===== config.mk =====
export PLATFORM = sky130hd
export DESIGN_NAME = mlcs_regs
export DESIGN_NICKNAME = d
export VERILOG_FILES = /design/src/hdl/mlcs_regs.v
export VERILOG_INCLUDE_DIRS = /design/src /design/src/hdl
export SDC_FILE = /design/constraint.sdc
export NUM_CORES = 1
export LEC_CHECK = 0
export BUFFER_PORTS_ARGS = -buffer_cell sky130_fd_sc_hd__clkbuf_2
export CORE_ASPECT_RATIO = 0.6
export CORE_MARGIN = 3
export CORE_UTILIZATION = 37
export CTS_BUF_LIST = sky130_fd_sc_hd__clkbuf_8 sky130_fd_sc_hd__clkbuf_16
export CTS_CLUSTER_DIAMETER = 200
export CTS_CLUSTER_SIZE = 24
export DETAILED_ROUTE_END_ITERATION = 8
export GPL_TIMING_DRIVEN = 0
export HOLD_SLACK_MARGIN = 0.03
export PLACE_DENSITY = 0.76
export SLEW_MARGIN = 20
export SYNTH_ARGS = -nofsm -noshare
export SYNTH_HDL_FRONTEND = slang
export SYNTH_SLANG_ARGS = --single-unit
export TNS_END_PERCENT = 50

===== constraint.sdc =====
create_clock -name mclk_i -period 1.37 [get_ports mclk_i]
set_clock_uncertainty 0.2 [all_clocks]
set_input_delay 0.0685 -clock mclk_i [delete_from_list [all_inputs] [get_ports mclk_i]]
set_output_delay 0.0685 -clock mclk_i [all_outputs]
set_load 0.05 [all_outputs]

===== src/hdl/mlcs_consts.vh =====
`ifndef MLCS_CONSTS_VH
`define MLCS_CONSTS_VH

// ************************************************************
// Register addresses on the management port
// ************************************************************
`define MLCS_ADDR_LANE_DIS     16'hA013
`define MLCS_ADDR_LOOPBACK     16'hA014
`define MLCS_ADDR_IF_FORMAT    16'hA015
`define MLCS_ADDR_MOD_STATE    16'hA016
`define MLCS_ADDR_RSVD_WORD    16'hA017
`define MLCS_ADDR_GLB_SUMMARY  16'hA018
`define MLCS_ADDR_LANE_SUMMARY 16'hA019

// ************************************************************
// Reset values
// ************************************************************
`define MLCS_RST_LANE_DIS      16'h0000
`define MLCS_RST_LOOPBACK      16'h0000
`define MLCS_RST_IF_FORMAT     16'h0009
`define MLCS_RST_STATUS        16'h0000

// ************************************************************
// Implemented bit masks; everything else reads zero
// ************************************************************
`define MLCS_MASK_LANE_DIS     16'h07FF
`define MLCS_MASK_LOOPBACK     16'h0400
`define MLCS_MASK_IF_FORMAT    16'h00FF
`define MLCS_MASK_MOD_STATE    16'h006A
`define MLCS_MASK_GLB_SUMMARY  16'hBF99
`define MLCS_MASK_LANE_SUMMARY 16'h07FF

// ************************************************************
// Field positions
// ************************************************************
`define MLCS_LANE_COUNT        11
`define MLCS_LANE_MSB          10
`define MLCS_LOOPBACK_BIT      10
`define MLCS_IF_FMT_MSB        7
`define MLCS_ST_FAULT_BIT      6
`define MLCS_ST_READY_BIT      5
`define MLCS_ST_TXOFF_BIT      3
`define MLCS_ST_LOWPWR_BIT     1
`define MLCS_GS_GLB_LINE_BIT   15
`define MLCS_GS_NET_FS_BIT     13
`define MLCS_GS_NET_AW_BIT     12
`define MLCS_GS_MOD_AW2_BIT    11
`define MLCS_GS_MOD_AW1_BIT    10
`define MLCS_GS_MODULE_FAULT_STATE_BIT  9
`define MLCS_GS_GEN_STAT_BIT   8
`define MLCS_GS_MOD_STATE_BIT  7
`define MLCS_GS_CMD_DONE_BIT   4
`define MLCS_GS_VENDOR_BIT     3
`define MLCS_GS_ALM_TEST_BIT   0

// ************************************************************
// Interface format codes
// ************************************************************
`define MLCS_FMT_CLK_RECOVERY  8'h01
`define MLCS_FMT_BYPASS        8'h09

`endif


===== src/hdl/mlcs_regs.v =====
`timescale 1ns/100ps
`include "mlcs_consts.vh"

// ************************************************************
// Register map of the bank
// ************************************************************
// LANE_LASER_DISABLE lane laser disable
//    10-0  One bit per network lane, 1 turns the laser off
//    15-11 Upper lanes, not fitted, read zero
// LOOPBACK_PATTERN_CONTROL loopback and pattern control
//    10    Host lane loopback, 1 returns host data to host
//    Other Pattern enables and selects, not fitted, read zero
// INTERFACE_FORMAT_SELECT interface format select, resets to 0009h
//    7-0   Format code, 01h clock recovery on, else bypass
//    15-8  Pattern, offset and threshold controls, read zero
// MODULE_STATE module state, read only
//    6     Fault
//    5     Ready
//    3     Transmitters off
//    1     Low power
//    Other Transient states, never shown
// RESERVED_WORD reserved, reads zero
// GLOBAL_ALARM_SUMMARY global summary, read only
//    15    Alarm line echo
//    13    Lane fault and status stages
//    12    Lane alarms and warnings
//    11-10 Module flag groups two and one
//    9     Enabled fault inputs
//    8     Enabled general status inputs
//    7     Enabled state inputs
//    4     Command block done
//    3     Enabled vendor flags
//    0     Alarm test bit
// LANE_ALARM_SUMMARY lane summary, read only
//    10-0  Per lane OR of enabled alarm and warning
//    15-11 Upper lanes, read zero
//
// Timing seen from the management port
//    Write taken on the strobe edge, stored at that edge
//    Control outputs follow one edge later
//    Status words lag their inputs by one edge
//    Read data and valid appear one edge after the strobe
//    Read data then holds until the next read strobe
//
// Limitations
//    No sticky flags: every summary bit is a live level
//    Writes to read-only words are dropped without notice
//    A read and a write in one cycle return the old value
//

// Functional notes
// - Lane 0-10 disable bit turns laser off
// - Lanes 11-15 disable bits have no function
// - Loopback bit 10 returns host lane data
// - Pattern checker/generator bits not implemented
// - Format 01h recovery on, 09h bypass default
// - Format register bits 15-8 not implemented
// - State bit 6 shows fault, one cycle behind its input
// - State bit 5 shows module ready
// - State bit 3 shows transmitters disabled
// - State bit 1 shows low power state
// - Transient state bits 0,2,4,7,8 read zero
// - Summary bit 13 ORs lane fault/status stages
// - Summary bit 12 ORs lane alarms/warnings
// - Summary bit 11 ORs group-two module flags
// - Summary bit 9 ORs enabled fault inputs
// - Summary bit 8 ORs enabled status inputs
// - Summary bit 7 ORs enabled state inputs
// - Summary bit 4 set on command completion
// - Summary bit 3 ORs enabled vendor flags
// - Summary bit 0 mirrors alarm test bit
// - Lane summary bit ORs lane's enabled flags
// - Lane summary bits 11-15 not implemented
module mlcs_regs (
   input  wire        mclk_i,
   input  wire        arst_n_i,
   // Register access from the management port
   input  wire [15:0] reg_addr_i,
   input  wire [15:0] reg_wdata_i,
   input  wire        reg_wr_i,
   input  wire        reg_rd_i,
   output reg  [15:0] reg_rdata_o,
   output reg         reg_rvalid_o,
   output wire        reg_hit_o,
   // Module condition inputs
   input  wire        module_fault_state_i,
   input  wire        module_ready_state_i,
   input  wire        low_power_i,
   input  wire        tx_global_disable_i,
   input  wire        global_alarm_line_i,
   input  wire        global_alarm_test_i,
   // Network lane flags, two per lane: alarm in even, warning in odd
   input  wire [21:0] lane_tx_aw_i,
   input  wire [21:0] lane_rx_aw_i,
   input  wire [21:0] lane_tx_aw_en_i,
   input  wire [21:0] lane_rx_aw_en_i,
   input  wire [10:0] lane_tx_stage_i,
   input  wire [10:0] lane_rx_stage_i,
   // Module-wide flag groups, with enables for all but mod_aw1_i and mod_aw2_i
   input  wire [7:0]  mod_aw1_i,
   input  wire [7:0]  mod_aw2_i,
   input  wire [7:0]  module_fault_state_in_i,
   input  wire [7:0]  module_fault_state_en_i,
   input  wire [7:0]  mod_gen_stat_i,
   input  wire [7:0]  mod_gen_stat_en_i,
   input  wire [7:0]  mod_state_in_i,
   input  wire [7:0]  mod_state_en_i,
   input  wire [7:0]  vendor_fault_alarm_warning_status_flags_i,
   input  wire [7:0]  vendor_fault_alarm_warning_status_flags_en_i,
   input  wire        cmd_block_done_ok_i,
   input  wire        cmd_block_done_fail_i,
   // Controls toward the optics and electrical path
   output reg  [10:0] laser_disable_o,
   output reg         host_side_loopback_o,
   output reg  [7:0]  interface_format_o,
   output reg         clock_recovery_on_o
);

   // ************************************************************
   // Helpers
   // ************************************************************

   // OR of flags gated by their enables
   function any_enabled;
      input [7:0] flags;
      input [7:0] enables;
      begin
         any_enabled = |(flags & enables);
      end
   endfunction

   // Per-lane OR of enabled alarm and warning pairs;
   // used for both directions and for the summary bit
   function [10:0] lane_or;
      input [21:0] flags;
      input [21:0] enables;
      reg   [21:0] gated;
      integer      i;
      begin
         gated   = flags & enables;
         lane_or = 11'h000;
         for (i = 0; i < `MLCS_LANE_COUNT; i = i + 1) begin
            lane_or[i] = gated[2*i] | gated[2*i+1];
         end
      end
   endfunction

   // ************************************************************
   // Storage
   // ************************************************************
   reg [15:0] lane_laser_disable_reg;
   reg [15:0] loopback_pattern_control_reg;
   reg [15:0] interface_format_select_reg;
   reg [15:0] module_state_reg;
   reg [15:0] global_alarm_summary_reg;
   reg [15:0] lane_alarm_summary_reg;

   reg [15:0] module_state_next;
   reg [15:0] global_alarm_summary_next;
   reg [15:0] lane_alarm_summary_next;
   reg [15:0] rdata_next;

   // Per-lane summaries, shared by the lane word and bit 12
   wire [10:0] lane_tx_sum;
   wire [10:0] lane_rx_sum;
   wire        tx_all_off;

   // ************************************************************
   // Address decode
   // ************************************************************
   wire sel_lane_dis = (reg_addr_i == `MLCS_ADDR_LANE_DIS);
   wire sel_loopback = (reg_addr_i == `MLCS_ADDR_LOOPBACK);
   wire sel_if_fmt   = (reg_addr_i == `MLCS_ADDR_IF_FORMAT);
   wire sel_state    = (reg_addr_i == `MLCS_ADDR_MOD_STATE);
   wire sel_rsvd     = (reg_addr_i == `MLCS_ADDR_RSVD_WORD);
   wire sel_glb      = (reg_addr_i == `MLCS_ADDR_GLB_SUMMARY);
   wire sel_lane_sum = (reg_addr_i == `MLCS_ADDR_LANE_SUMMARY);

   // Tells the serial front end whether this bank owns the address;
   // the reserved word counts as owned so it answers zero here
   assign reg_hit_o = sel_lane_dis | sel_loopback | sel_if_fmt | sel_state |
                      sel_rsvd | sel_glb | sel_lane_sum;

   // ************************************************************
   // Writable registers
   // ************************************************************

   // Only implemented bits are stored, so unsupported ones stay zero.
   // One process per word keeps a slip in one decode away from the rest.
   always @(posedge mclk_i or negedge arst_n_i) begin
      if (!arst_n_i) begin
         lane_laser_disable_reg <= `MLCS_RST_LANE_DIS;
      end else if (reg_wr_i && sel_lane_dis) begin
         lane_laser_disable_reg <= reg_wdata_i & `MLCS_MASK_LANE_DIS;
      end
   end

   // Pattern enables and selects dropped, only loopback kept
   always @(posedge mclk_i or negedge arst_n_i) begin
      if (!arst_n_i) begin
         loopback_pattern_control_reg <= `MLCS_RST_LOOPBACK;
      end else if (reg_wr_i && sel_loopback) begin
         loopback_pattern_control_reg <= reg_wdata_i & `MLCS_MASK_LOOPBACK;
      end
   end

   // Upper format bits dropped; the code is stored as given
   always @(posedge mclk_i or negedge arst_n_i) begin
      if (!arst_n_i) begin
         interface_format_select_reg <= `MLCS_RST_IF_FORMAT;
      end else if (reg_wr_i && sel_if_fmt) begin
         interface_format_select_reg <= reg_wdata_i & `MLCS_MASK_IF_FORMAT;
      end
   end

   // ************************************************************
   // Control outputs
   // ************************************************************

   // Registered one cycle after the write so the optics see clean levels;
   // lasers come up enabled out of reset, as the stored word says
   always @(posedge mclk_i or negedge arst_n_i) begin
      if (!arst_n_i) begin
         laser_disable_o <= 11'h000;
      end else begin
         laser_disable_o <= lane_laser_disable_reg[`MLCS_LANE_MSB:0];
      end
   end

   // Loopback stays off until the host asks for it
   always @(posedge mclk_i or negedge arst_n_i) begin
      if (!arst_n_i) begin
         host_side_loopback_o <= 1'b0;
      end else begin
         host_side_loopback_o <= loopback_pattern_control_reg[`MLCS_LOOPBACK_BIT];
      end
   end

   // Format code and the recovery switch derived from it
   always @(posedge mclk_i or negedge arst_n_i) begin
      if (!arst_n_i) begin
         interface_format_o   <= `MLCS_FMT_BYPASS;
         clock_recovery_on_o  <= 1'b0;
      end else begin
         interface_format_o   <= interface_format_select_reg[`MLCS_IF_FMT_MSB:0];
         // Any code other than 01h keeps recovery bypassed, the low-power choice
         clock_recovery_on_o  <= (interface_format_select_reg[`MLCS_IF_FMT_MSB:0] ==
                                  `MLCS_FMT_CLK_RECOVERY);
      end
   end

   // ************************************************************
   // Status gathering
   // ************************************************************

   // Transmitters count as off when globally disabled or every lane is off
   assign tx_all_off  = tx_global_disable_i | (&lane_laser_disable_reg[`MLCS_LANE_MSB:0]);
   assign lane_tx_sum = lane_or(lane_tx_aw_i, lane_tx_aw_en_i);
   assign lane_rx_sum = lane_or(lane_rx_aw_i, lane_rx_aw_en_i);

   // Module state word; transient states never shown
   always @* begin
      module_state_next                        = `MLCS_RST_STATUS;
      module_state_next[`MLCS_ST_FAULT_BIT]    = module_fault_state_i;
      module_state_next[`MLCS_ST_READY_BIT]    = module_ready_state_i;
      module_state_next[`MLCS_ST_TXOFF_BIT]    = tx_all_off;
      module_state_next[`MLCS_ST_LOWPWR_BIT]   = low_power_i;
   end

   // Global summary word
   always @* begin
      global_alarm_summary_next = `MLCS_RST_STATUS;
      global_alarm_summary_next[`MLCS_GS_GLB_LINE_BIT]  = global_alarm_line_i;
      global_alarm_summary_next[`MLCS_GS_NET_FS_BIT]    = |{lane_tx_stage_i, lane_rx_stage_i};
      global_alarm_summary_next[`MLCS_GS_NET_AW_BIT]    = |{lane_tx_sum, lane_rx_sum};
      global_alarm_summary_next[`MLCS_GS_MOD_AW2_BIT]   = |mod_aw2_i;
      global_alarm_summary_next[`MLCS_GS_MOD_AW1_BIT]   = |mod_aw1_i;
      global_alarm_summary_next[`MLCS_GS_MODULE_FAULT_STATE_BIT] = any_enabled(module_fault_state_in_i,
                                                                      module_fault_state_en_i);
      global_alarm_summary_next[`MLCS_GS_GEN_STAT_BIT]  = any_enabled(mod_gen_stat_i,
                                                                      mod_gen_stat_en_i);
      global_alarm_summary_next[`MLCS_GS_MOD_STATE_BIT] = any_enabled(mod_state_in_i,
                                                                      mod_state_en_i);
      global_alarm_summary_next[`MLCS_GS_CMD_DONE_BIT]  = cmd_block_done_ok_i |
                                                          cmd_block_done_fail_i;
      global_alarm_summary_next[`MLCS_GS_VENDOR_BIT]    = any_enabled(vendor_fault_alarm_warning_status_flags_i,
                                                                      vendor_fault_alarm_warning_status_flags_en_i);
      global_alarm_summary_next[`MLCS_GS_ALM_TEST_BIT]  = global_alarm_test_i;
   end

   // Lane summary word, upper lanes held at zero
   always @* begin
      lane_alarm_summary_next = {5'h00, lane_tx_sum | lane_rx_sum};
   end

   // Status words refresh every cycle, one cycle behind their inputs.
   // The flop keeps a read from catching a word mid-change.
   always @(posedge mclk_i or negedge arst_n_i) begin
      if (!arst_n_i) begin
         module_state_reg <= `MLCS_RST_STATUS;
      end else begin
         module_state_reg <= module_state_next & `MLCS_MASK_MOD_STATE;
      end
   end

   // Global summary, masked to the fitted bits
   always @(posedge mclk_i or negedge arst_n_i) begin
      if (!arst_n_i) begin
         global_alarm_summary_reg <= `MLCS_RST_STATUS;
      end else begin
         global_alarm_summary_reg <= global_alarm_summary_next & `MLCS_MASK_GLB_SUMMARY;
      end
   end

   // Lane summary, masked to the fitted lanes
   always @(posedge mclk_i or negedge arst_n_i) begin
      if (!arst_n_i) begin
         lane_alarm_summary_reg <= `MLCS_RST_STATUS;
      end else begin
         lane_alarm_summary_reg <= lane_alarm_summary_next & `MLCS_MASK_LANE_SUMMARY;
      end
   end

   // ************************************************************
   // Read path
   // ************************************************************

   // Unmapped and reserved words answer zero.
   // The selects are one-hot by construction, so the order of the
   // items below carries no priority.
   always @* begin
      rdata_next = 16'h0000;
      case (1'b1)
         sel_lane_dis: begin
            rdata_next = lane_laser_disable_reg;
         end
         sel_loopback: begin
            rdata_next = loopback_pattern_control_reg;
         end
         sel_if_fmt: begin
            rdata_next = interface_format_select_reg;
         end
         sel_state: begin
            rdata_next = module_state_reg;
         end
         sel_glb: begin
            rdata_next = global_alarm_summary_reg;
         end
         sel_lane_sum: begin
            rdata_next = lane_alarm_summary_reg;
         end
         default: begin
            rdata_next = 16'h0000;
         end
      endcase
   end

   // Data held until the next read; valid pulses for one cycle.
   // Holding the data lets a slow serial front end shift it out
   // at leisure without a buffer of its own.
   always @(posedge mclk_i or negedge arst_n_i) begin
      if (!arst_n_i) begin
         reg_rdata_o  <= 16'h0000;
         reg_rvalid_o <= 1'b0;
      end else begin
         reg_rvalid_o <= reg_rd_i;
         if (reg_rd_i) begin
            reg_rdata_o <= rdata_next;
         end
      end
   end

endmodule


### Word-level counts from Yosys, hierarchy flattened

Cells that the tools add are included.

| word-level totals | value |
|---|---|
| logic and storage cells | 75 |
| flip-flop bits (word level) | 84 |

| cells by class | value |
|---|---|
| bitwise logic cells | 37 |
| reductions and logical operators | 12 |
| equality and inequality tests | 8 |
| muxes and demuxes | 6 |

Operator list:

| kind | number |
|---|---|
| $eq 16x16->1 const B | 7 |
| $mux 16 | 5 |
| $reduce_or 8->1 | 6 |
| $and 22x22->22 | 2 |
| $reduce_or 22->1 | 2 |
| $and 8x8->8 | 4 |
| $or 1x1->1 | 30 |
| $mux 11 | 1 |
| $or 11x11->11 | 1 |
| $reduce_and 11->1 | 1 |
| $eq 8x1->1 const B | 1 |
| $logic_and 1x1->1 | 3 |

### Logic depth before layout (Yosys ltp)

Gate-level depths: netlist of the first run.

| depth | value |
|---|---|
| depth after elaboration | 7 |
| depth in mapped cells | 6 |
| gate-level depth less buffers | 4 |

### Worst setup path before layout of the first run

OpenSTA, ideal clock, no wires.

| timing path | value |
|---|---|
| path type | input to register |
| from | in reg_addr_i[5] |
| to | reg interface_format_select_reg[1] |
| slack | -0.573 ns |
| data arrival time | 1.618 ns |
| stages | 5 |
| data required time | 1.045 ns |
| cells stage by stage | or4b_1 > buf_4 > nor4b_4 > nand2_4 > mux2_4 |

| on the way | value |
|---|---|
| word-level cells in the longest chain between the ends | 2 |

RTL lines:

| item | line | text |
|---|---|---|
| start, declared | mlcs_regs.v:78 | `input wire [15:0] reg_addr_i,` |
| $eq 16x16->1 (no line) | n/a |  |
| $logic_and 1x1->1 | mlcs_regs.v:211 | `end else if (reg_wr_i && sel_if_fmt) begin` |
| end signal, assigned | mlcs_regs.v:210 | `` interface_format_select_reg <= `MLCS_RST_IF_FORMAT; `` |
| end signal, assigned | mlcs_regs.v:212 | `` interface_format_select_reg <= reg_wdata_i & `MLCS_MASK_IF_FORMAT; `` |
| end, declared | mlcs_regs.v:153 | `reg [15:0] interface_format_select_reg;` |

Every way passes these cells.
A chain may end at the register's enable or synchronous reset.

### Worst setup path after layout of the first run

| timing path | value |
|---|---|
| from | in reg_addr_i[11] |
| to | reg lane_laser_disable_reg[2] |

| on the way | value |
|---|---|
| word-level cells in the longest chain between the ends | 2 |

RTL lines:

| item | line | text |
|---|---|---|
| $eq 16x16->1 (no line) | n/a |  |
| $logic_and 1x1->1 | mlcs_regs.v:193 | `end else if (reg_wr_i && sel_lane_dis) begin` |
| end signal, assigned | mlcs_regs.v:192 | `` lane_laser_disable_reg <= `MLCS_RST_LANE_DIS; `` |
| end signal, assigned | mlcs_regs.v:194 | `` lane_laser_disable_reg <= reg_wdata_i & `MLCS_MASK_LANE_DIS; `` |
| end, declared | mlcs_regs.v:151 | `reg [15:0] lane_laser_disable_reg;` |

Every way passes these cells.

==> results of run 1 <==
-- per-stage QoR --
step,worst slack (ns),cells
6_report,-0.391,876
5_1_grt,-0.415,875
4_1_cts,-0.367,872
3_5_place_dp,-0.795,699
3_3_place_gp,-0.782,698
2_1_floorplan,-0.572,302
-- synth_stat cells (3+ instances only) --
| cell type | count | share of area (%) |
|---|---|---|
| clkbuf_1 | 6 | 0.61 |
| o21ai_0 | 5 | 0.67 |
| nand2_1 | 24 | 2.4 |
| dfrtp_1 | 79 | 53 |
| a31oi_1 | 9 | 1.5 |
| nand4_1 | 8 | 1.3 |
| mux2_4 | 18 | 7.3 |
| o22ai_1 | 6 | 1.0 |
| nor2b_1 | 8 | 1.3 |
| nand2b_1 | 3 | 0.51 |
| inv_1 | 5 | 0.51 |
| nor2_1 | 9 | 0.91 |
| a22oi_1 | 45 | 9.1 |
| a21oi_1 | 7 | 0.94 |
| nor4_1 | 14 | 2.4 |
| mux2_2 | 7 | 2.1 |
| and2_1 | 3 | 0.51 |
| dfstp_2 | 4 | 2.8 |
| and3b_1 | 3 | 0.71 |
-- worst min-delay path, cell delays in order --
cell      delay (ns)
clkbuf_2        0.07
or4_1           0.09
or4_1           0.10
-- logic make-up after synthesis --
family,synth area share (%)
simple gates,16.9
flops,56.1
compound gates,15.2
mux,9.40
buf+inv,2.33
other cells,0.101
-- worst paths after layout --
| check | cells after the start | to | startpoint |
|---|---|---|---|
| worst min-delay path | 3 | global_alarm_summary_reg[13] | lane_tx_stage_i[9] |
| min in group asynchronous | 2 | reg_rvalid_o | arst_n_i |
| max in group asynchronous | 3 | interface_format_o[3] | arst_n_i |
| worst min register to register | 0 | interface_format_o[0] | interface_format_select_reg[0] |
| worst max register to register | 4 | reg_rdata_o[10] | loopback_pattern_control_reg[10] |
| worst max-delay path | 6 | lane_laser_disable_reg[2] | reg_addr_i[11] |
-- power by group through the flow --
stage	Combinational [mW]	Clock (mW)	Sequential [mW]
2_1_floorplan	0.205	0	2.63
3_3_place_gp	0.711	0	2.58
3_5_place_dp	0.743	0	2.58
4_1_cts	1.10	2.39	2.54
5_1_grt	1.27	2.51	2.54
6_report	1.20	2.38	2.54
-- placed cells by master, fill, tap and decap left out, types with 3 or more instances in the layout --
master	Yosys	layout
dlygate4sd3_1	0	144
clkbuf_1	6	3
buf_4	2	14
nor4_2	1	3
nor2b_1	8	8
clkbuf_16	0	9
a31oi_1	9	9
o21ai_0	5	3
mux2_2	7	7
nor4_4	2	5
a22oi_1	45	41
nand4_1	8	8
mux2_4	18	18
nor4_1	14	9
nand2b_1	3	3
buf_6	2	7
clkbuf_2	0	264
dfstp_2	4	4
nand2_1	24	23
clkinvlp_4	0	3
a21oi_1	7	7
and3b_1	3	3
dfrtp_1	79	79
inv_1	5	5
a22oi_2	0	4
nor2_1	9	9
o22ai_1	6	6
-- metal layers --
metal	wire [µm]	vias to the layer above	part of all wire (%)
li1	-	2041	-
met1	6780	2250	36
met2	9110	360	48
met3	1860	111	9.8
met4	1210	0	6.4
met5	0	-	0
-- area by class of cell --
class	count	share of cell area, %
repair buffers	429	41.1
flip-flops and latches	83	28.7
multi-input cells	202	22.9
clock buffers	9	3.10
well taps	130	2.24
clock inverters	6	0.914
plain buffers	10	0.724
inverters	5	0.259
diodes	2	0.0690
-- repair_timing --
action | in CTS | in global routing
pin swaps | 16 | 18
setup endpoints to repair | 38 | 38
cloned | 1 | 0
endpoints found under the hold margin | 133 | 3
gates resized for setup | 20 | 28
buffers inserted | 12 | 4
==> impl_metrics.prom, run 1 <==
# TYPE chip_impl_metric gauge
chip_impl_metric{name="fin_tns_setup",unit="ns"} -11.95
chip_impl_info{name="violations_in_the_final_reports",value="negative hold slack, negative setup slack"} 1
chip_impl_metric{name="ff_latch_area",unit="µm²"} 2080
chip_impl_info{name="timing.critical_path.to_type",value="register"} 1
chip_impl_metric{name="clockPowerShare",unit="%"} 38.9
chip_impl_metric{name="leakagePower",unit="nW"} 3.67
chip_impl_metric{name="post_synth_edffs",unit=""} 0
chip_impl_metric{name="design.portCount",unit=""} 273
chip_impl_metric{name="gr-usage-met1",unit="%"} 37.2
chip_impl_metric{name="power_frac_seq",unit="%"} 41.5
chip_impl_metric{name="num-nets-final",unit=""} 974
chip_impl_metric{name="route.detailed.wl_per_inst",unit="µm"} 21.6
chip_impl_metric{name="area_taken_by_multi_input_logic_gates",unit="µm²"} 1660
chip_impl_metric{name="layout-drive-gt1-share",unit="%"} 48.0
chip_impl_metric{name="h-tree-depth",unit=""} 3
chip_impl_metric{name="grt_overflow",unit=""} 0
chip_impl_metric{name="critPathRequiredTime",unit="ns"} 1.39
chip_impl_metric{name="syn2layout_area_growth",unit="%"} 95.5
chip_impl_metric{name="switchingPower",unit="mW"} 1.54
chip_impl_metric{name="initialDrtViolationCount",unit=""} 377
chip_impl_metric{name="yosys_register_bits",unit=""} 83
chip_impl_metric{name="slew_viol_final",unit=""} 0
chip_impl_metric{name="viasPerCell",unit=""} 5.44
chip_impl_metric{name="powerDensity",unit="nW/µm²"} 843
chip_impl_metric{name="synth-async-reset-ratio",unit="%"} 100
chip_impl_metric{name="p_comb_share",unit="%"} 19.6
chip_impl_metric{name="synthesis.area",unit="µm²"} 3710
chip_impl_info{name="setup.worst_path.class",value="primary input to register"} 1
chip_impl_metric{name="path_max_fanout",unit=""} 6
chip_impl_metric{name="start_util",unit="%"} 39.2
chip_impl_metric{name="synthesis.instances",unit=""} 302
chip_impl_metric{name="detail_route.first_pass.iterations",unit=""} 4
chip_impl_metric{name="seq_area_frac_synth",unit="%"} 56.1
chip_impl_metric{name="drc",unit=""} 0
chip_impl_metric{name="internal_power",unit="mW"} 4.58
chip_impl_metric{name="critPathBufInv",unit=""} 2
chip_impl_metric{name="final-setup-viol-count",unit=""} 37
chip_impl_info{name="family_of_cells_with_the_greatest_summed_delay_on_the_critical_path",value="simple AND/OR/NAND/NOR gates"} 1
chip_impl_metric{name="mappedNetlistNets",unit=""} 536
chip_impl_metric{name="min_period",unit="ns"} 1.76
chip_impl_metric{name="antenna_left",unit=""} 0
chip_impl_metric{name="grt.met2_usage",unit="%"} 52.0
chip_impl_metric{name="max-clock-path-buffers",unit=""} 2
chip_impl_metric{name="grt_max_degree",unit=""} 50
chip_impl_info{name="cts_tree",value="yes"} 1
chip_impl_metric{name="place_area",unit="µm²"} 5240
chip_impl_metric{name="first_global_vias",unit=""} 5171
chip_impl_metric{name="max_stage_delay",unit="ns"} 0.61
chip_impl_metric{name="synth.avg_cell_area",unit="µm²"} 12.3
chip_impl_metric{name="count_of_warnings_emitted_by_yosys",unit=""} 0
chip_impl_info{name="rsz0062_at_grt",value="yes"} 1
chip_impl_metric{name="clk_latency",unit="ns"} 0.34
chip_impl_info{name="postSynth.topFlopCell",value="dfrtp_1"} 1
chip_impl_metric{name="post_synth_num_cell_types",unit=""} 47
chip_impl_metric{name="finalHoldViolations",unit=""} 3
chip_impl_metric{name="vias",unit=""} 4762
chip_impl_metric{name="core_box_area",unit="µm²"} 9460
chip_impl_metric{name="globalRouteMet3Util",unit="%"} 11.4
chip_impl_metric{name="clk_transition_reported_paths",unit="ns"} 0.06
chip_impl_info{name="outcome",value="complete, but fails checks"} 1
chip_impl_metric{name="antenna_violations_before_repair",unit=""} 1
chip_impl_metric{name="cap_viol_max_count",unit=""} 0
chip_impl_metric{name="postCtsHoldBufs",unit=""} 145
chip_impl_info{name="worst_path_max_delay_cell",value="or4_4"} 1
chip_impl_metric{name="die-area",unit="µm²"} 11300
chip_impl_info{name="timing.critical_path.from_type",value="primary input"} 1
chip_impl_info{name="timing.critical_path.cells",value="clkbuf_2, or4_4, nor4_4, nand2_2, buf_6, mux2_4"} 1
chip_impl_metric{name="die_height",unit="µm"} 83.6
chip_impl_info{name="cell_at_the_root_of_the_clock_tree",value="clkbuf_16"} 1
chip_impl_metric{name="gp_congestion",unit=""} 1.02
chip_impl_metric{name="globalRouteTotalUtil",unit="%"} 32.1
chip_impl_metric{name="max_slew.worst_pin.slew",unit="ns"} 0.666
chip_impl_metric{name="timing.fmax",unit="MHz"} 568
chip_impl_info{name="top_register",value="reg_rdata_o"} 1
chip_impl_info{name="most_used_layer_global_route",value="met2"} 1
chip_impl_metric{name="period_share",unit="%"} 129
chip_impl_metric{name="std_cell_rows",unit=""} 27
chip_impl_metric{name="die_w",unit="µm"} 135
chip_impl_metric{name="place.detailed.hpwl",unit="µm"} 11100
chip_impl_metric{name="finalInstanceArea",unit="µm²"} 7260
chip_impl_metric{name="r2r_slack",unit="ns"} -0.21
chip_impl_metric{name="largest_reg_flops",unit=""} 15
chip_impl_metric{name="final.setup.worst_slack",unit="ns"} -0.391
chip_impl_metric{name="place.port_buffers",unit=""} 266
chip_impl_metric{name="timing.slew.headroom",unit="%"} 55.0
chip_impl_metric{name="vdd_drop_max",unit="V"} 0.000620
chip_impl_metric{name="core_utilization_of_the_finished_layout",unit="%"} 76.7
chip_impl_metric{name="switching_share",unit="%"} 25.2
chip_impl_info{name="hold_class",value="primary input to register"} 1
chip_impl_metric{name="grt_pass1_wl",unit="µm"} 27700
chip_impl_metric{name="hold_ws",unit="ns"} -0.179
chip_impl_metric{name="crit_arrival",unit="ns"} 1.78
chip_impl_metric{name="p_total",unit="mW"} 6.12
chip_impl_metric{name="numClockSinks",unit=""} 83
chip_impl_metric{name="routed_wirelength",unit="µm"} 19000
chip_impl_metric{name="number_of_filler_cells_placed_in_the_layout",unit=""} 582
chip_impl_metric{name="tritoncts.num_buffers",unit=""} 9
Note: power is estimated with default switching activity, not from simulation.
==> run 2, diff against run 1 <==
--- a/config.mk
+++ b/config.mk
@@ -9,14 +9,14 @@
 export BUFFER_PORTS_ARGS = -buffer_cell sky130_fd_sc_hd__clkbuf_2
 export CORE_ASPECT_RATIO = 0.6
 export CORE_MARGIN = 3
-export CORE_UTILIZATION = 37
+export CORE_UTILIZATION = 44
 export CTS_BUF_LIST = sky130_fd_sc_hd__clkbuf_8 sky130_fd_sc_hd__clkbuf_16
 export CTS_CLUSTER_DIAMETER = 200
 export CTS_CLUSTER_SIZE = 24
 export DETAILED_ROUTE_END_ITERATION = 8
 export GPL_TIMING_DRIVEN = 0
 export HOLD_SLACK_MARGIN = 0.03
-export PLACE_DENSITY = 0.76
+export PLACE_DENSITY = 0.85
 export SLEW_MARGIN = 20
 export SYNTH_ARGS = -nofsm -noshare
 export SYNTH_HDL_FRONTEND = slang
==> constraint.sdc (replaced) <==
create_clock -name mclk_i -period 2.3 [get_ports mclk_i]
set_clock_uncertainty 0.2 [all_clocks]
set_input_delay 0.115 -clock mclk_i [delete_from_list [all_inputs] [get_ports mclk_i]]
set_output_delay 0.115 -clock mclk_i [all_outputs]
set_load 0.05 [all_outputs]
==> run 2 against run 1 <==
Count of clock-buffer cells in the layout grew 1. Die area shrank 15%. Flip-flop and latch count is the same. Sequential power shrank 41%. Hold slack gained 0.21 ns. Cell area shrank 12%. Global-route usage grew 2.3 points. The flow now finishes without violations. Power shrank 39%. Critical path depth is the same. Cell count shrank 11%.
==> impl_metrics.prom, run 2 (synthesized netlist as in run 1, its figures left out) <==
# TYPE chip_impl_metric gauge
chip_impl_metric{name="met2_length",unit="µm"} 8120
chip_impl_metric{name="crit_arrival",unit="ns"} 2.23
chip_impl_info{name="regToRegStartpoint",value="loopback_pattern_control_reg[10]"} 1
chip_impl_info{name="layout.cells.most_common",value="clkbuf_2"} 1
chip_impl_metric{name="r2r_slack",unit="ns"} 0.83
chip_impl_metric{name="max_slew.worst_pin.slew",unit="ns"} 0.651
chip_impl_metric{name="grt_overflow",unit=""} 0
chip_impl_info{name="timing.critical_path.to_type",value="register"} 1
chip_impl_metric{name="route.detailed.wl_per_inst",unit="µm"} 21.4
chip_impl_info{name="outcome",value="complete, no violations"} 1
chip_impl_metric{name="grt_max_degree",unit=""} 54
chip_impl_metric{name="final-setup-viol-count",unit=""} 0
chip_impl_metric{name="routed_wirelength",unit="µm"} 16700
chip_impl_metric{name="syn2layout_area_growth",unit="%"} 72.6
chip_impl_info{name="family_of_cells_with_the_greatest_summed_delay_on_the_critical_path",value="buffers and inverters"} 1
chip_impl_metric{name="timing.fmax",unit="MHz"} 455
chip_impl_info{name="top_register",value="reg_rdata_o"} 1
chip_impl_metric{name="area_taken_by_multi_input_logic_gates",unit="µm²"} 1540
chip_impl_metric{name="vias",unit=""} 4365
chip_impl_metric{name="num-nets-final",unit=""} 900
chip_impl_metric{name="detail_route.first_pass.iterations",unit=""} 5
chip_impl_metric{name="post_cts_buffers",unit=""} 0
chip_impl_metric{name="met3_length",unit="µm"} 1540
chip_impl_metric{name="wirelength_met1",unit="µm"} 6420
chip_impl_metric{name="drc",unit=""} 0
chip_impl_metric{name="core_utilization_of_the_finished_layout",unit="%"} 79.7
chip_impl_metric{name="antenna_violations_before_repair",unit=""} 0
chip_impl_metric{name="place.port_buffers",unit=""} 266
chip_impl_metric{name="layout-drive-gt1-share",unit="%"} 48.3
chip_impl_metric{name="min_period",unit="ns"} 2.20
chip_impl_metric{name="ff_latch_area",unit="µm²"} 2080
chip_impl_metric{name="path_max_fanout",unit=""} 1
chip_impl_metric{name="number_of_filler_cells_placed_in_the_layout",unit=""} 500
chip_impl_info{name="cell_at_the_root_of_the_clock_tree",value="clkbuf_16"} 1
chip_impl_metric{name="period_share",unit="%"} 95.6
chip_impl_metric{name="grt_pass1_wl",unit="µm"} 25300
chip_impl_info{name="rsz0062_at_grt",value="no"} 1
chip_impl_metric{name="slew_viol_final",unit=""} 0
chip_impl_metric{name="critPathBufInv",unit=""} 4
chip_impl_metric{name="largest_reg_flops",unit=""} 15
chip_impl_metric{name="globalRouteTotalUtil",unit="%"} 34.5
chip_impl_metric{name="cap_viol_max_count",unit=""} 0
chip_impl_info{name="timing.critical_path.from_type",value="primary input"} 1
chip_impl_info{name="worst_path_most_repeated_cell",value="dlygate4sd3_1"} 1
chip_impl_metric{name="place.detailed.hpwl",unit="µm"} 11600
chip_impl_metric{name="critPathRequiredTime",unit="ns"} 2.33
chip_impl_metric{name="gp_congestion",unit=""} 0.928
chip_impl_info{name="cts_tree",value="yes"} 1
chip_impl_metric{name="max-clock-path-buffers",unit=""} 2
chip_impl_metric{name="clk_latency",unit="ns"} 0.34
chip_impl_metric{name="h-tree-depth",unit=""} 3
chip_impl_metric{name="final_cell_count_no_fill",unit=""} 780
chip_impl_metric{name="worst-path-stages",unit=""} 6
chip_impl_info{name="worstSetupEndpoint",value="global_alarm_summary_reg[7]"} 1
chip_impl_metric{name="finalHoldViolations",unit=""} 0
chip_impl_metric{name="die-area",unit="µm²"} 9610
chip_impl_metric{name="antenna_left",unit=""} 0
chip_impl_info{name="hold_class",value="primary input to register"} 1
chip_impl_metric{name="dp_cells",unit=""} 677
chip_impl_metric{name="powerDensity",unit="nW/µm²"} 580
chip_impl_metric{name="start_util",unit="%"} 46.2
chip_impl_metric{name="die_height",unit="µm"} 77.2
chip_impl_info{name="topRoutingLayerUsed",value="met4"} 1
chip_impl_metric{name="timing.reg2reg.worst_path_depth",unit=""} 4
chip_impl_info{name="setup.worst_path.class",value="primary input to register"} 1
chip_impl_metric{name="leakagePower",unit="nW"} 3.28
chip_impl_metric{name="numClockSinks",unit=""} 83
chip_impl_info{name="final_cell_mix",value="265 x clkbuf_2, 86 x dlygate4sd3_1, 79 x dfrtp_1, 45 x a22oi_1, 24 x nand2_1"} 1
chip_impl_info{name="worst_path_max_delay_cell",value="dlygate4sd3_1"} 1
chip_impl_metric{name="hold_ws",unit="ns"} 0.0351
chip_impl_metric{name="timing.slew.headroom",unit="%"} 56.6
chip_impl_info{name="timing.critical_path.cells",value="dlygate4sd3_1, clkbuf_2, a22oi_1, dlygate4sd3_1, nand4_1, dlygate4sd3_1"} 1
chip_impl_metric{name="max_stage_delay",unit="ns"} 0.60
chip_impl_metric{name="die_w",unit="µm"} 125
chip_impl_metric{name="first_global_vias",unit=""} 4616
chip_impl_metric{name="design.portCount",unit=""} 273
chip_impl_info{name="cp-startpoint",value="mod_state_in_i[6]"} 1
chip_impl_info{name="regToRegEndpoint",value="reg_rdata_o[10]"} 1
chip_impl_metric{name="tritoncts.num_buffers",unit=""} 9
chip_impl_metric{name="fin_tns_setup",unit="ns"} 0
chip_impl_metric{name="vdd_drop_max",unit="V"} 0.000351
chip_impl_metric{name="core_box_area",unit="µm²"} 8040
chip_impl_metric{name="initialDrtViolationCount",unit=""} 472
chip_impl_metric{name="clk_transition_reported_paths",unit="ns"} 0.07
chip_impl_metric{name="std_cell_rows",unit=""} 25
chip_impl_metric{name="viasPerCell",unit=""} 5.60
[run 2: worst reg2reg max path, cell delays in order, from the launching register on]
cell      delay [ns]
dfrtp_1         0.36
and3b_1         0.16
o21ai_0         0.09
a2111o_1        0.44
a31oi_1         0.16
[run 2: through the flow]
stage,setup slack (ns),power (mW),instance area [µm²]
floorplan,0.311,1.69,3710
global placement,0.105,1.96,5180
detailed placement,0.0608,1.98,5210
CTS,0.145,3.69,6400
global route,0.0140,3.83,6400
finish,0.101,3.72,6410
[run 2: repair_timing]
| item | 4_1_cts | 5_1_grt |
|---|---|---|
| hold buffers | 86 | 0 |
| endpoints found under the hold margin | 132 | 0 |
| resized for setup | 0 | 0 |
[run 2: worst min path at each step]
stage,start,to,slack [ns],cells after the start
final,reg_addr_i[2],reg_rdata_o[10],0.04,5
after global routing,reg_addr_i[2],reg_rdata_o[10],0.09,5
after CTS,reg_addr_i[2],reg_rdata_o[10],0.04,5
after detailed placement,arst_n_i,laser_disable_o[0],-0.09,1
after global placement,global_alarm_line_i,global_alarm_summary_reg[15],0.03,1
after floorplan,arst_n_i,clock_recovery_on_o,-0.38,0
[run 2: cell type report]
type	count	share of cell area, %
Buffer	12	1.05
Clock buffer	10	3.73
Inverter	5	0.293
Antenna cell	1	0.0391
Sequential cell	83	32.5
Timing Repair Buffer	353	34.7
Clock inverter	6	1.50
Tap cell	108	2.11
Multi-Input combinational cell	202	24.1
[run 2: power by group]
part,total [mW],switching (mW),internal (mW),leakage (nW)
Clock,1.61,0.618,0.994,0.161
Sequential,1.51,0.0174,1.50,1.04
Combinational,0.593,0.270,0.322,2.08
Total,3.72,0.906,2.81,3.28
[run 2: metal layers]
| metal | vias to the layer above | track usage, % |
|---|---|---|
| li1 | 1890 | - |
| met1 | 2088 | 44.1 |
| met2 | 312 | 58.2 |
| met3 | 75 | 7.86 |
| met4 | 0 | 11.8 |
| met5 | - | 0 |
